<file path="src/hdl/ptm_cfg.svh">
// register offsets, field positions, reset values and divider counts of the periodic timer
`ifndef PTM_CFG_SVH
`define PTM_CFG_SVH
`define PTM_OFS_CTRL0      12'h000
`define PTM_OFS_CTRL1      12'h004
`define PTM_OFS_DUTY_LO    12'h008
`define PTM_OFS_DUTY_HI    12'h00c
`define PTM_OFS_PERIOD_LO  12'h010
`define PTM_OFS_PERIOD_HI  12'h014
`define PTM_OFS_COUNT_LO   12'h018
`define PTM_OFS_COUNT_HI   12'h01c
`define PTM_OFS_STATUS     12'h020
`define PTM_C0_PAUSE       7
`define PTM_C0_CLK_HI      6
`define PTM_C0_CLK_LO      4
`define PTM_C0_ON          3
`define PTM_C1_MODE_HI     7
`define PTM_C1_MODE_LO     6
`define PTM_C1_PIN_HI      5
`define PTM_C1_PIN_LO      4
`define PTM_C1_INIT        3
`define PTM_C1_INV         2
`define PTM_C1_CAPSRC      1
`define PTM_C1_CLRSEL      0
`define PTM_ST_FLAG_A      0
`define PTM_ST_FLAG_P      1
`define PTM_CTRL_RESET     8'h00
`define PTM_CMP_RESET      16'h0000
`define PTM_DIV_SYS        6'h03
`define PTM_DIV_H16        6'h0f
`define PTM_DIV_H64        6'h3f
`endif

</file>
<file path="src/hdl/ptm_pkg.sv">
// types of the periodic timer
package ptm_pkg;
  typedef enum logic [1:0] {
    PTM_MODE_COMPARE = 2'b00,
    PTM_MODE_CAPTURE = 2'b01,
    PTM_MODE_PWM     = 2'b10,
    PTM_MODE_TIMER   = 2'b11
  } ptm_mode_t;
  typedef enum logic [2:0] {
    PTM_CLK_SYS_DIV4 = 3'b000,
    PTM_CLK_SYS      = 3'b001,
    PTM_CLK_H_DIV16  = 3'b010,
    PTM_CLK_H_DIV64  = 3'b011,
    PTM_CLK_SUB_A    = 3'b100,
    PTM_CLK_SUB_B    = 3'b101,
    PTM_CLK_EXT_RISE = 3'b110,
    PTM_CLK_EXT_FALL = 3'b111
  } ptm_clk_sel_t;
endpackage

</file>
<file path="src/hdl/ptm_top.sv">
// periodic timer counter, comparators, pin logic and apb register file
`timescale 1ns/100ps
`include "ptm_cfg.svh"

module ptm_top #(
  parameter int WIDTH = 10
) (
  input  wire logic        ref_clk,
  input  wire logic        rst_n,
  input  wire logic        psel,
  input  wire logic        penable,
  input  wire logic        pwrite,
  input  wire logic [11:0] paddr,
  input  wire logic [31:0] pwdata,
  output logic      [31:0] prdata,
  output logic             pready,
  output logic             pslverr,
  input  wire logic        external_clock_pin,
  input  wire logic        capture_input_pin,
  input  wire logic        sub_clock_pin,
  output logic             timer_output_pin,
  output logic             timer_output_en
);
  import ptm_pkg::*;

  initial
  begin
    if (WIDTH != 10 && WIDTH != 16)
      $error("ptm_top: WIDTH must be 10 or 16");
  end

  localparam logic [WIDTH-1:0] CNT_ONE = {{(WIDTH-1){1'b0}}, 1'b1};

  logic [7:0]       ctrl0_reg;
  logic [7:0]       ctrl1_reg;
  logic [WIDTH-1:0] duty_reg;
  logic [WIDTH-1:0] period_reg;
  logic [WIDTH-1:0] count_reg;
  logic             flag_a_reg;
  logic             flag_p_reg;
  logic             on_prev_reg;
  logic [5:0]       presc_reg;
  logic [2:0]       sync1_reg;
  logic [2:0]       sync2_reg;
  logic [2:0]       prev_reg;
  logic             level_reg;
  logic [31:0]      rdata_next;
  logic             err_next;

  function automatic logic [7:0] hi_byte(input logic [WIDTH-1:0] v);
    logic [15:0] w;
    w = 16'(v);
    return w[15:8];
  endfunction

  function automatic logic [WIDTH-1:0] set_hi(input logic [WIDTH-1:0] v,
                                              input logic [7:0] b);
    logic [WIDTH-1:0] r;
    r = v;
    r[WIDTH-1:8] = b[WIDTH-9:0];
    return r;
  endfunction

  wire logic       count_pause   = ctrl0_reg[`PTM_C0_PAUSE];
  wire logic       counter_on    = ctrl0_reg[`PTM_C0_ON];
  wire logic [2:0] clk_field     = ctrl0_reg[`PTM_C0_CLK_HI:`PTM_C0_CLK_LO];
  wire logic [1:0] mode_field    = ctrl1_reg[`PTM_C1_MODE_HI:`PTM_C1_MODE_LO];
  wire logic [1:0] pin_function_sel = ctrl1_reg[`PTM_C1_PIN_HI:`PTM_C1_PIN_LO];
  wire logic       output_initial_level = ctrl1_reg[`PTM_C1_INIT];
  wire logic       output_invert = ctrl1_reg[`PTM_C1_INV];
  wire logic       capture_source_sel = ctrl1_reg[`PTM_C1_CAPSRC];
  wire logic       clear_source_sel = ctrl1_reg[`PTM_C1_CLRSEL];
  ptm_mode_t       operating_mode_sel;
  ptm_clk_sel_t    clock_source_sel;
  assign operating_mode_sel = ptm_mode_t'(mode_field);
  assign clock_source_sel   = ptm_clk_sel_t'(clk_field);

  wire logic apb_setup = psel && !penable;
  wire logic apb_write = psel && penable && pready && pwrite && !pslverr;

  // pin synchronisers: 0 external clock, 1 capture, 2 subclock
  always_ff @(posedge ref_clk)
  begin
    if (!rst_n)
    begin
      sync1_reg <= 3'h0;
      sync2_reg <= 3'h0;
      prev_reg  <= 3'h0;
    end
    else
    begin
      sync1_reg <= {sub_clock_pin, capture_input_pin, external_clock_pin};
      sync2_reg <= sync1_reg;
      prev_reg  <= sync2_reg;
    end
  end

  wire logic [2:0] rise = sync2_reg & ~prev_reg;
  wire logic [2:0] fall = ~sync2_reg & prev_reg;

  always_ff @(posedge ref_clk)
  begin
    if (!rst_n)
      presc_reg <= 6'h00;
    else
      presc_reg <= presc_reg + 6'h01;
  end

  logic tick;
  always_comb
  begin
    case (clock_source_sel)
      PTM_CLK_SYS_DIV4: tick = presc_reg[1:0] == `PTM_DIV_SYS;
      PTM_CLK_SYS:      tick = 1'b1;
      PTM_CLK_H_DIV16:  tick = presc_reg[3:0] == `PTM_DIV_H16;
      PTM_CLK_H_DIV64:  tick = presc_reg == `PTM_DIV_H64;
      PTM_CLK_SUB_A,
      PTM_CLK_SUB_B:    tick = rise[2];
      PTM_CLK_EXT_RISE: tick = rise[0];
      PTM_CLK_EXT_FALL: tick = fall[0];
      default:          tick = 1'b0;
    endcase
  end

  wire logic on_rise  = counter_on && !on_prev_reg;
  wire logic run_tick = counter_on && !count_pause && tick && !on_rise;
  wire logic match_a  = run_tick && count_reg == duty_reg;
  wire logic match_p  = run_tick && period_reg != '0 && count_reg == period_reg;
  wire logic is_cmp   = operating_mode_sel == PTM_MODE_COMPARE ||
                        operating_mode_sel == PTM_MODE_TIMER;
  wire logic is_pulse = operating_mode_sel == PTM_MODE_PWM && pin_function_sel == 2'b11;

  logic clear_now;
  always_comb
  begin
    if (is_cmp)
      clear_now = clear_source_sel ? match_a : match_p;
    else if (is_pulse)
      clear_now = 1'b0;
    else
      clear_now = match_p;
  end

  // capture edge from the chosen pin
  wire logic cap_rise = capture_source_sel ? rise[0] : rise[1];
  wire logic cap_fall = capture_source_sel ? fall[0] : fall[1];
  logic cap_edge;
  always_comb
  begin
    case (pin_function_sel)
      2'b00:   cap_edge = cap_rise;
      2'b01:   cap_edge = cap_fall;
      2'b10:   cap_edge = cap_rise || cap_fall;
      default: cap_edge = 1'b0;
    endcase
  end
  wire logic capture = operating_mode_sel == PTM_MODE_CAPTURE && counter_on && cap_edge;

  always_ff @(posedge ref_clk)
  begin
    if (!rst_n)
      on_prev_reg <= 1'b0;
    else
      on_prev_reg <= counter_on;
  end

  always_ff @(posedge ref_clk)
  begin
    if (!rst_n)
      count_reg <= '0;
    else if (on_rise)
      count_reg <= '0;
    else if (run_tick)
      count_reg <= clear_now ? '0 : count_reg + CNT_ONE;
  end

  always_ff @(posedge ref_clk)
  begin
    if (!rst_n)
      ctrl0_reg <= `PTM_CTRL_RESET;
    else if (apb_write && paddr == `PTM_OFS_CTRL0)
      ctrl0_reg <= {pwdata[7:3], 3'b000};
    else if (is_pulse && match_a)
      ctrl0_reg[`PTM_C0_ON] <= 1'b0;
  end

  always_ff @(posedge ref_clk)
  begin
    if (!rst_n)
      ctrl1_reg <= `PTM_CTRL_RESET;
    else if (apb_write && paddr == `PTM_OFS_CTRL1)
      ctrl1_reg <= pwdata[7:0];
  end

  always_ff @(posedge ref_clk)
  begin
    if (!rst_n)
      duty_reg <= WIDTH'(`PTM_CMP_RESET);
    else if (capture)
      duty_reg <= count_reg;
    else if (apb_write && paddr == `PTM_OFS_DUTY_LO)
      duty_reg[7:0] <= pwdata[7:0];
    else if (apb_write && paddr == `PTM_OFS_DUTY_HI)
      duty_reg <= set_hi(duty_reg, pwdata[7:0]);
  end

  always_ff @(posedge ref_clk)
  begin
    if (!rst_n)
      period_reg <= WIDTH'(`PTM_CMP_RESET);
    else if (apb_write && paddr == `PTM_OFS_PERIOD_LO)
      period_reg[7:0] <= pwdata[7:0];
    else if (apb_write && paddr == `PTM_OFS_PERIOD_HI)
      period_reg <= set_hi(period_reg, pwdata[7:0]);
  end

  // sticky flags, write one to clear, a new event wins
  wire logic clr_a = apb_write && paddr == `PTM_OFS_STATUS && pwdata[`PTM_ST_FLAG_A];
  wire logic clr_p = apb_write && paddr == `PTM_OFS_STATUS && pwdata[`PTM_ST_FLAG_P];
  wire logic set_a = match_a || capture;
  wire logic set_p = match_p && !(is_cmp && clear_source_sel);
  always_ff @(posedge ref_clk)
  begin
    if (!rst_n)
    begin
      flag_a_reg <= 1'b0;
      flag_p_reg <= 1'b0;
    end
    else
    begin
      flag_a_reg <= set_a || (flag_a_reg && !clr_a);
      flag_p_reg <= set_p || (flag_p_reg && !clr_p);
    end
  end

  // internal output level before the invert stage
  wire logic duty_full = period_reg != '0 && duty_reg >= period_reg;
  logic level_next;
  always_comb
  begin
    level_next = level_reg;
    case (operating_mode_sel)
      PTM_MODE_COMPARE:
      begin
        if (on_rise)
          level_next = output_initial_level;
        else if (match_a)
        begin
          case (pin_function_sel)
            2'b01:   level_next = 1'b0;
            2'b10:   level_next = 1'b1;
            2'b11:   level_next = !level_reg;
            default: level_next = level_reg;
          endcase
        end
      end
      PTM_MODE_PWM:
      begin
        case (pin_function_sel)
          2'b00:   level_next = !output_initial_level;
          2'b01:   level_next = output_initial_level;
          2'b10:   level_next = ((count_reg < duty_reg) || duty_full) ?
                                output_initial_level : !output_initial_level;
          default: level_next = (counter_on && !(match_a && is_pulse)) ?
                                output_initial_level : !output_initial_level;
        endcase
      end
      default: level_next = level_reg;
    endcase
  end

  always_ff @(posedge ref_clk)
  begin
    if (!rst_n)
      level_reg <= 1'b0;
    else
      level_reg <= level_next;
  end

  wire logic drives = operating_mode_sel == PTM_MODE_COMPARE ||
                      operating_mode_sel == PTM_MODE_PWM;
  always_ff @(posedge ref_clk)
  begin
    if (!rst_n)
    begin
      timer_output_pin <= 1'b0;
      timer_output_en  <= 1'b0;
    end
    else
    begin
      timer_output_pin <= drives && (level_next ^ output_invert);
      timer_output_en  <= drives;
    end
  end

  // read decode
  always_comb
  begin
    rdata_next = 32'h0000_0000;
    err_next   = 1'b0;
    case (paddr)
      `PTM_OFS_CTRL0:     rdata_next[7:0] = ctrl0_reg;
      `PTM_OFS_CTRL1:     rdata_next[7:0] = ctrl1_reg;
      `PTM_OFS_DUTY_LO:   rdata_next[7:0] = duty_reg[7:0];
      `PTM_OFS_DUTY_HI:   rdata_next[7:0] = hi_byte(duty_reg);
      `PTM_OFS_PERIOD_LO: rdata_next[7:0] = period_reg[7:0];
      `PTM_OFS_PERIOD_HI: rdata_next[7:0] = hi_byte(period_reg);
      `PTM_OFS_COUNT_LO:  rdata_next[7:0] = count_reg[7:0];
      `PTM_OFS_COUNT_HI:  rdata_next[7:0] = hi_byte(count_reg);
      `PTM_OFS_STATUS:    rdata_next[1:0] = {flag_p_reg, flag_a_reg};
      default:            err_next = 1'b1;
    endcase
  end

  // zero-wait slave: answer prepared in the setup cycle
  always_ff @(posedge ref_clk)
  begin
    if (!rst_n)
    begin
      prdata  <= 32'h0000_0000;
      pready  <= 1'b0;
      pslverr <= 1'b0;
    end
    else
    begin
      pready  <= apb_setup;
      pslverr <= apb_setup && err_next;
      prdata  <= (apb_setup && !pwrite) ? rdata_next : 32'h0000_0000;
    end
  end

  a_pause_holds: assert property (@(posedge ref_clk) disable iff (!rst_n)
    $past(count_pause) && !$past(on_rise) |-> $stable(count_reg))
    else $error("count moved while paused");
  a_off_holds: assert property (@(posedge ref_clk) disable iff (!rst_n)
    !$past(counter_on) |-> $stable(count_reg))
    else $error("count moved while off");
  a_on_clears: assert property (@(posedge ref_clk) disable iff (!rst_n)
    on_rise |=> count_reg == '0)
    else $error("count not cleared on start");
  a_init_level: assert property (@(posedge ref_clk) disable iff (!rst_n)
    on_rise && operating_mode_sel == PTM_MODE_COMPARE |=>
      timer_output_pin == (output_initial_level ^ output_invert))
    else $error("initial level not restored");
  a_timer_undriven: assert property (@(posedge ref_clk) disable iff (!rst_n)
    operating_mode_sel == PTM_MODE_TIMER |=> !timer_output_en)
    else $error("pin driven in timer mode");
  a_toggle_match: assert property (@(posedge ref_clk) disable iff (!rst_n)
    match_a && !on_rise && operating_mode_sel == PTM_MODE_COMPARE &&
    pin_function_sel == 2'b11 && $stable(output_invert) |=>
      timer_output_pin != $past(timer_output_pin))
    else $error("toggle missing on match");
  a_flag_p_block: assert property (@(posedge ref_clk) disable iff (!rst_n)
    match_p && is_cmp && clear_source_sel && !flag_p_reg |=> !flag_p_reg)
    else $error("p flag raised under a-clear");
  a_flag_a_set: assert property (@(posedge ref_clk) disable iff (!rst_n)
    match_a |=> flag_a_reg)
    else $error("a flag not set on match");
  a_clear_a: assert property (@(posedge ref_clk) disable iff (!rst_n)
    match_a && is_cmp && clear_source_sel |=> count_reg == '0)
    else $error("a match did not clear count");
  a_count_up: assert property (@(posedge ref_clk) disable iff (!rst_n)
    run_tick && !clear_now |=> count_reg == $past(count_reg) + CNT_ONE)
    else $error("count did not step");
  a_hi_zero: assert property (@(posedge ref_clk) disable iff (!rst_n)
    apb_setup && !pwrite && paddr == `PTM_OFS_DUTY_HI |=>
      prdata[31:WIDTH-8] == '0)
    else $error("unimplemented bits read nonzero");
  a_ext_tick: assert property (@(posedge ref_clk) disable iff (!rst_n)
    rise[0] |-> $past(external_clock_pin, 2) && !$past(external_clock_pin, 3))
    else $error("clock pin edge not seen through synchroniser");
endmodule
</file>
<file path="config.mk">
export PLATFORM = sky130hd
export DESIGN_NAME = ptm_top
export DESIGN_NICKNAME = d
export VERILOG_FILES = /design/src/hdl/ptm_pkg.sv /design/src/hdl/ptm_top.sv
export VERILOG_INCLUDE_DIRS = /design/src /design/src/hdl
export SDC_FILE = /design/constraint.sdc
export NUM_CORES = 1
export LEC_CHECK = 0
export BUFFER_PORTS_ARGS = -buffer_cell sky130_fd_sc_hd__buf_4
export CORE_UTILIZATION = 30
export CTS_CLUSTER_SIZE = 24
export DETAILED_ROUTE_END_ITERATION = 10
export GPL_ROUTABILITY_DRIVEN = 0
export PLACE_DENSITY = 0.57
export SLEW_MARGIN = 15
export SYNTH_ARGS = -nofsm -noshare
export SYNTH_HDL_FRONTEND = slang
export SYNTH_SLANG_ARGS = --single-unit
</file>
<file path="constraint.sdc">
create_clock -name ref_clk -period 6 [get_ports ref_clk]
set_input_delay 0.6 -clock ref_clk [delete_from_list [all_inputs] [get_ports ref_clk]]
set_output_delay 0.6 -clock ref_clk [all_outputs]
set_load 0.05 [all_outputs]
</file>
# After elaboration in Yosys (flattened, before gate mapping)
# Index checks and enable logic that the tools add are counted.
# totals
word_cells,152
input_bits,52
output_inout_bits,36
regBits,98
# classes
bitwise,7
eq_ne,27
reduce_logical,67
n_addsub,2
magnitude_cmp,2
muxes,25
# ops
op,count
equality test 12 x 5 -> 1 bit (second input constant),4
logical AND 1 bit,34
two-way mux 10 bit,3
one-hot mux 6 bit (5 select lines),1
equality test 12 x 4 -> 1 bit (second input constant),2
equality test 10 bit,2
two-way mux 8 bit,2
one-hot mux 2 bit (8 select lines),1
equality test 12 x 3 -> 1 bit (second input constant),1
equality test 12 x 6 -> 1 bit (second input constant),1
equality test 3 bit (second input constant),4
zero test 1 bit,12
zero test 12 bit,1
two-way mux 1 bit,12
adder 10 x 1 -> 10 bit (second input constant),1
equality test 2 bit (second input constant),5
greater-or-equal comparator 10 bit,1
< comparator 10 bit,1
nonzero test 10 bit,1
one-hot mux 1 bit (3 select lines),3
OR reduction 9 bit,1
logical OR 1 bit,7
one-hot mux 1 bit (7 select lines),1
adder 6 x 1 -> 6 bit (second input constant),1
19 further kinds,28

# Longest topological paths before layout
# logic_depth
word_depth,14
depth_mapped,9
mapped_depth_nobuf,9

# Least setup slack after synthesis
# OpenSTA, ideal clock, no wires.
# synth_timing
path_kind,input to register
startpoint,input paddr[9]
endpoint,register ctrl1_reg[4]
arrival_time_ps,2266
setup_ps,128
path_buffers,2
path_slack_ps,3607
stages,7
cell_sequence,or4_1 > nor4_1 > buf_2 > and3_1 > buf_4 > mux2i_1 > nor2_1
# synth_via
elab_chain_cells,2
# synth_rtl
element,line,text
"start, declared",ptm_top.sv:13,"input wire logic [11:0] paddr,"
equality test 12 x 3 -> 1 bit,-,
logical AND 1 bit (no line),-,
"end signal, assigned",ptm_top.sv:190,ctrl1_reg <= `PTM_CTRL_RESET;
"end signal, assigned",ptm_top.sv:192,ctrl1_reg <= pwdata[7:0];
"end, declared",ptm_top.sv:35,logic [7:0] ctrl1_reg;
# No other way between the ends.
# A chain may end at the register's enable or synchronous reset.

# Worst setup path after layout
# layout_timing
startpoint,register count_reg[5]
endpoint,register timer_output_pin
# layout_via
elab_chain_cells,10
word_cells_on_any_way,15
classes_between,1 x order compare; 1 x eq/ne; 6 x mux; 1 x bitwise; 6 x reduce/logical
# layout_rtl
element,line,text
"start, declared",ptm_top.sv:38,logic [WIDTH-1:0] count_reg;
"start signal, assigned",ptm_top.sv:174,count_reg <= clear_now ? '0 : count_reg + CNT_ONE;
branches (longest 7 deep; another with < comparator 10 bit),-,
one-hot mux 1 bit (2 select lines) *,ptm_top.sv:242,case (operating_mode_sel)
XOR 1 bit *,ptm_top.sv:291,timer_output_pin <= drives && (level_next ^ output_invert);
logical AND 1 bit *,ptm_top.sv:291,
"end signal, assigned",ptm_top.sv:291,
"end, declared",ptm_top.sv:21,"output logic timer_output_pin,"
# Every way passes the cells marked *.

==> impl_summary.txt <==
----------------------------------------------------
[Critical path]
  R2R cell count ... 7
  Critical path class ... reg2reg
  First element of the critical path ... count_reg[5]
  Arrival time reported for the critical path endpoint ... between 3 and 4 ns
  Worst Setup End Kind ... flop
  Dominant delay contributor by cell family on the critical path ... simple AND/OR/NAND/NOR gates
  Worst R2R Setup Slack ... 3.11 ns
  Worst setup endpoint ... timer_output_pin
  Slowest cell delay on critical path ... between 0.5 and 0.6 ns
  WP data required ... around 6.3 ns
  Worst reg2reg startpoint ... count_reg[5]
  Crit path max fanout ... 7
  WP depth ... 7
  Crit-path slowest cell ... dfxtp_1
  Category of the worst setup path launch point ... flop
  RR Endpoint ... timer_output_pin
  Crit-path cells ... ha_1 > and4_1 > a221o_1 > a211oi_1 > nor4b_1 > or4_1 > nand3_1
  Count of buffering cells on the critical path with inverters included ... 0

[Placement]
  Hpwl dp ... roughly 8.3 mm
  IO Port Bufs ... 39
  Placed instance area ... about 4600 um^2
  Pre-CTS worst setup slack ... between 3 and 4 ns

[STA]
  Worst path setup slack after routing ... roughly 3.1 ns
  Maximum clock rate ... roughly 0.35 GHz
  Setup repair after global routing missed its margin ... no
  Setup skew after layout ... 0.006422 ns
  Hold WS ... around 0.43 ns
  Crit path time final ... slightly below 3 ns
  Hold violation count in the final report ... 0
  Count of endpoints failing setup in the final report ... 0
  Relative slew slack ... between 20% and 30%
  Aggregate negative setup slack ... 0 ns
  Worst-margin pin slew ... approximately 1.1 ns
  Total count of max-transition violations in the final report ... 0
  Final worst-path cycle share ... 48.15%

[Synth]
  Number of enable-type register cells in the synthesized netlist ... 0
  Count of mapped cells out of synthesis ... between 500 and 600
  Count of different cell masters after synthesis ... 59
  Mapped Avg Cell Area ... 8.389 um^2
  Predominant post-synthesis flop cell ... dfxtp_1
  Yosys reg bits ... between 70 and 80
  Area of the mapped netlist ... 4287 um^2
  Yosys Warn Count ... 0
  Share of the yosys chip area belonging to registers ... 34.56%
  Synth async-reset ratio ... 0%

[Routing]
  Routed wire length ... about 11 mm
  Router iterations before antenna repair ... 5
  Mean routed wirelength per cell ... 15.69 um
  Number of vias after detailed routing ... 3,642
  Detailed Route Iter0 Violations ... roughly 260
  Remaining antenna violation count after routing ... 0
  Number of vias per cell ... roughly 5
  DRC viols ... 0

[Run]
  Reported max-cap violation count ... 0

[Clock network]
  Total number of H-tree levels ... 3
  # resized after CTS ... 0
  Root Buffer Master ... clkbuf_16
  Maximum root-to-sink buffer count ... 2
  Later-pin clock latency in the skew report ... between 0.3 and 0.4 ns
  Clock Pin Slew Worst Setup and Hold Paths ... approximately 0.06 ns
  Clock Sink Count ... 74
  Post-CTS Setup Repair Bufs ... 0
  CTS tree ... done
  CTS buffer count ... 9
  Hold buffer count at CTS ... 0

[Die]
  Vertical die dimension ... ~120 um
  Die Footprint ... 14,770 um^2
  Effective utilization at floorplan ... between 30 and 40%
  Total core area ... between 10,000 and 15,000 um^2
  Cell Rows ... 43
  Horizontal die dimension ... 121.5 um
  Count of boundary I/O pins ... between 80 and 90

[Layout]
  Filler Cells Inserted ... ~1,400
  Ratio of cells with drive above 1 in the final layout ... between 10 and 15%
  Final Instance Area ... between 4000 and 5000 um^2
  Share of the core filled with cells ... about 35%
  Final nets ... roughly 620
  Layout area overhead ... 15.35%
  Count of antenna diodes in the layout ... 0

[GRT]
  Residual overflow from global routing ... 0
  Aggregate global-route resource usage ... roughly 16%
  Antenna violations before repair ... 0
  Via count of the first global-routing pass ... roughly 3,400
  First-pass GRT wire length ... roughly 18 mm
  Largest net degree at the start of global routing ... 44

[Hold path]
  Worst Hold Class ... reg2reg
  Number of instances on the worst hold path ... 1

[Power]
  Comb pwr share ... under 10%
  Design internal power ... around 0.85 mW
  Maximum VDD drop ... around 0.00014 V
  Leakage Power ... around 1.9 nW
  Clock network power share ... between 40 and 50%
  Switching share of power ... between 20% and 30%
  Power per Cell Area ... 228.5 nW/um^2
  Switching component of the power ... about 0.28 mW
  Sequential group share of total power ... between 40% and 50%

[Outcome]
  Result of the run ... complete, no violations

----------------------------------------------------
synth_stat cells (7+ instances only):
master     n  share of area (%)
a211oi_1   7                1.2
a21oi_1   29                3.4
a22oi_1    7                1.2
and2_1    12                1.8
buf_4     25                4.4
clkbuf_1  18                1.6
dfxtp_1   74                 35
ha_1      25                7.3
inv_1     31                2.7
mux2i_1   29                6.8
nand2_1   41                3.6
nand2b_1   7                1.0
nand3_1   20                2.3
nor2_1    59                5.2
o21ai_0   15                1.8
xnor2_1   11                2.2
xor2_1    14                2.9
layer usage:
layer / track usage, % / share of wire, % / vias up
met1: 21.24 / 45 / 1690
met2: 25.32 / 45 / 135
met5: 0 / 0 / -
met4: 7.870 / 3.0 / 0
li1: - / - / 1795
met3: 2.996 / 7.2 / 22
power groups by stage:
stage,Clock [mW],Sequential [mW],Combinational [mW]
after global routing,0.585,0.499,0.0874
after global placement,0,0.509,0.0809
final,0.549,0.499,0.0817
after CTS,0.560,0.499,0.0821
after detailed placement,0,0.510,0.0822
after floorplan,0,0.512,0.0658
worst min path at each step:
| stage | startpoint | to | slack (ns) |
|---|---|---|---|
| after floorplan | sync1_reg[0] | sync2_reg[0] | 0.41 |
| after global placement | sync1_reg[2] | sync2_reg[2] | 0.41 |
| after detailed placement | sync1_reg[2] | sync2_reg[2] | 0.42 |
| after CTS | sync1_reg[1] | sync2_reg[1] | 0.43 |
| after global routing | sync1_reg[2] | sync2_reg[2] | 0.45 |
| final | sync1_reg[1] | sync2_reg[1] | 0.43 |
cells in the final DEF, fill, tap and decap left out, types with 12 or more instances in the layout:
cell type and instances:
dfxtp_1 74, and2_1 12, conb_1 24, inv_1 31, o21ai_0 15, nand2_1 41
a21oi_1 29, ha_1 25, buf_4 43, mux2i_1 29, nand3_1 20, nor2_1 59
xor2_1 14
through the flow:
stage,power (mW),instances
floorplan,0.5780,534
global placement,0.5903,709
detailed placement,0.5919,709
CTS,1.141,725
global route,1.171,725
finish,1.130,725
worst reg2reg max path: cells and delay by family (launching register included):
family | cells | cell delay, ns
AND/OR/NAND/NOR | 4 | 1.06
adder cells (fa/ha/maj) | 1 | 0.33
AO/OA/AOI/OAI | 2 | 0.87
flip-flops | 1 | 0.57
cell families after synthesis:
family,share of synthesized area [%]
simple gates,21.25
other cells,0.08748
xor+xnor,5.108
buf+inv,9.340
mux,8.348
fa+ha+maj,7.297
flops,34.56
compound gates,14.01
layout make-up:
cell class / count / area [um^2] / share of cell area, %
flip-flops and latches: 74 / 1481 / 29.96
well taps: 180 / 225.2 / 4.555
repair buffers: 43 / 322.8 / 6.528
clock inverters: 6 / 65.06 / 1.316
inverters: 32 / 120.1 / 2.429
multi-input cells: 380 / 2491 / 50.38
clock buffers: 10 / 239.0 / 4.833
No activity file was read; power rests on OpenSTA's default activity.
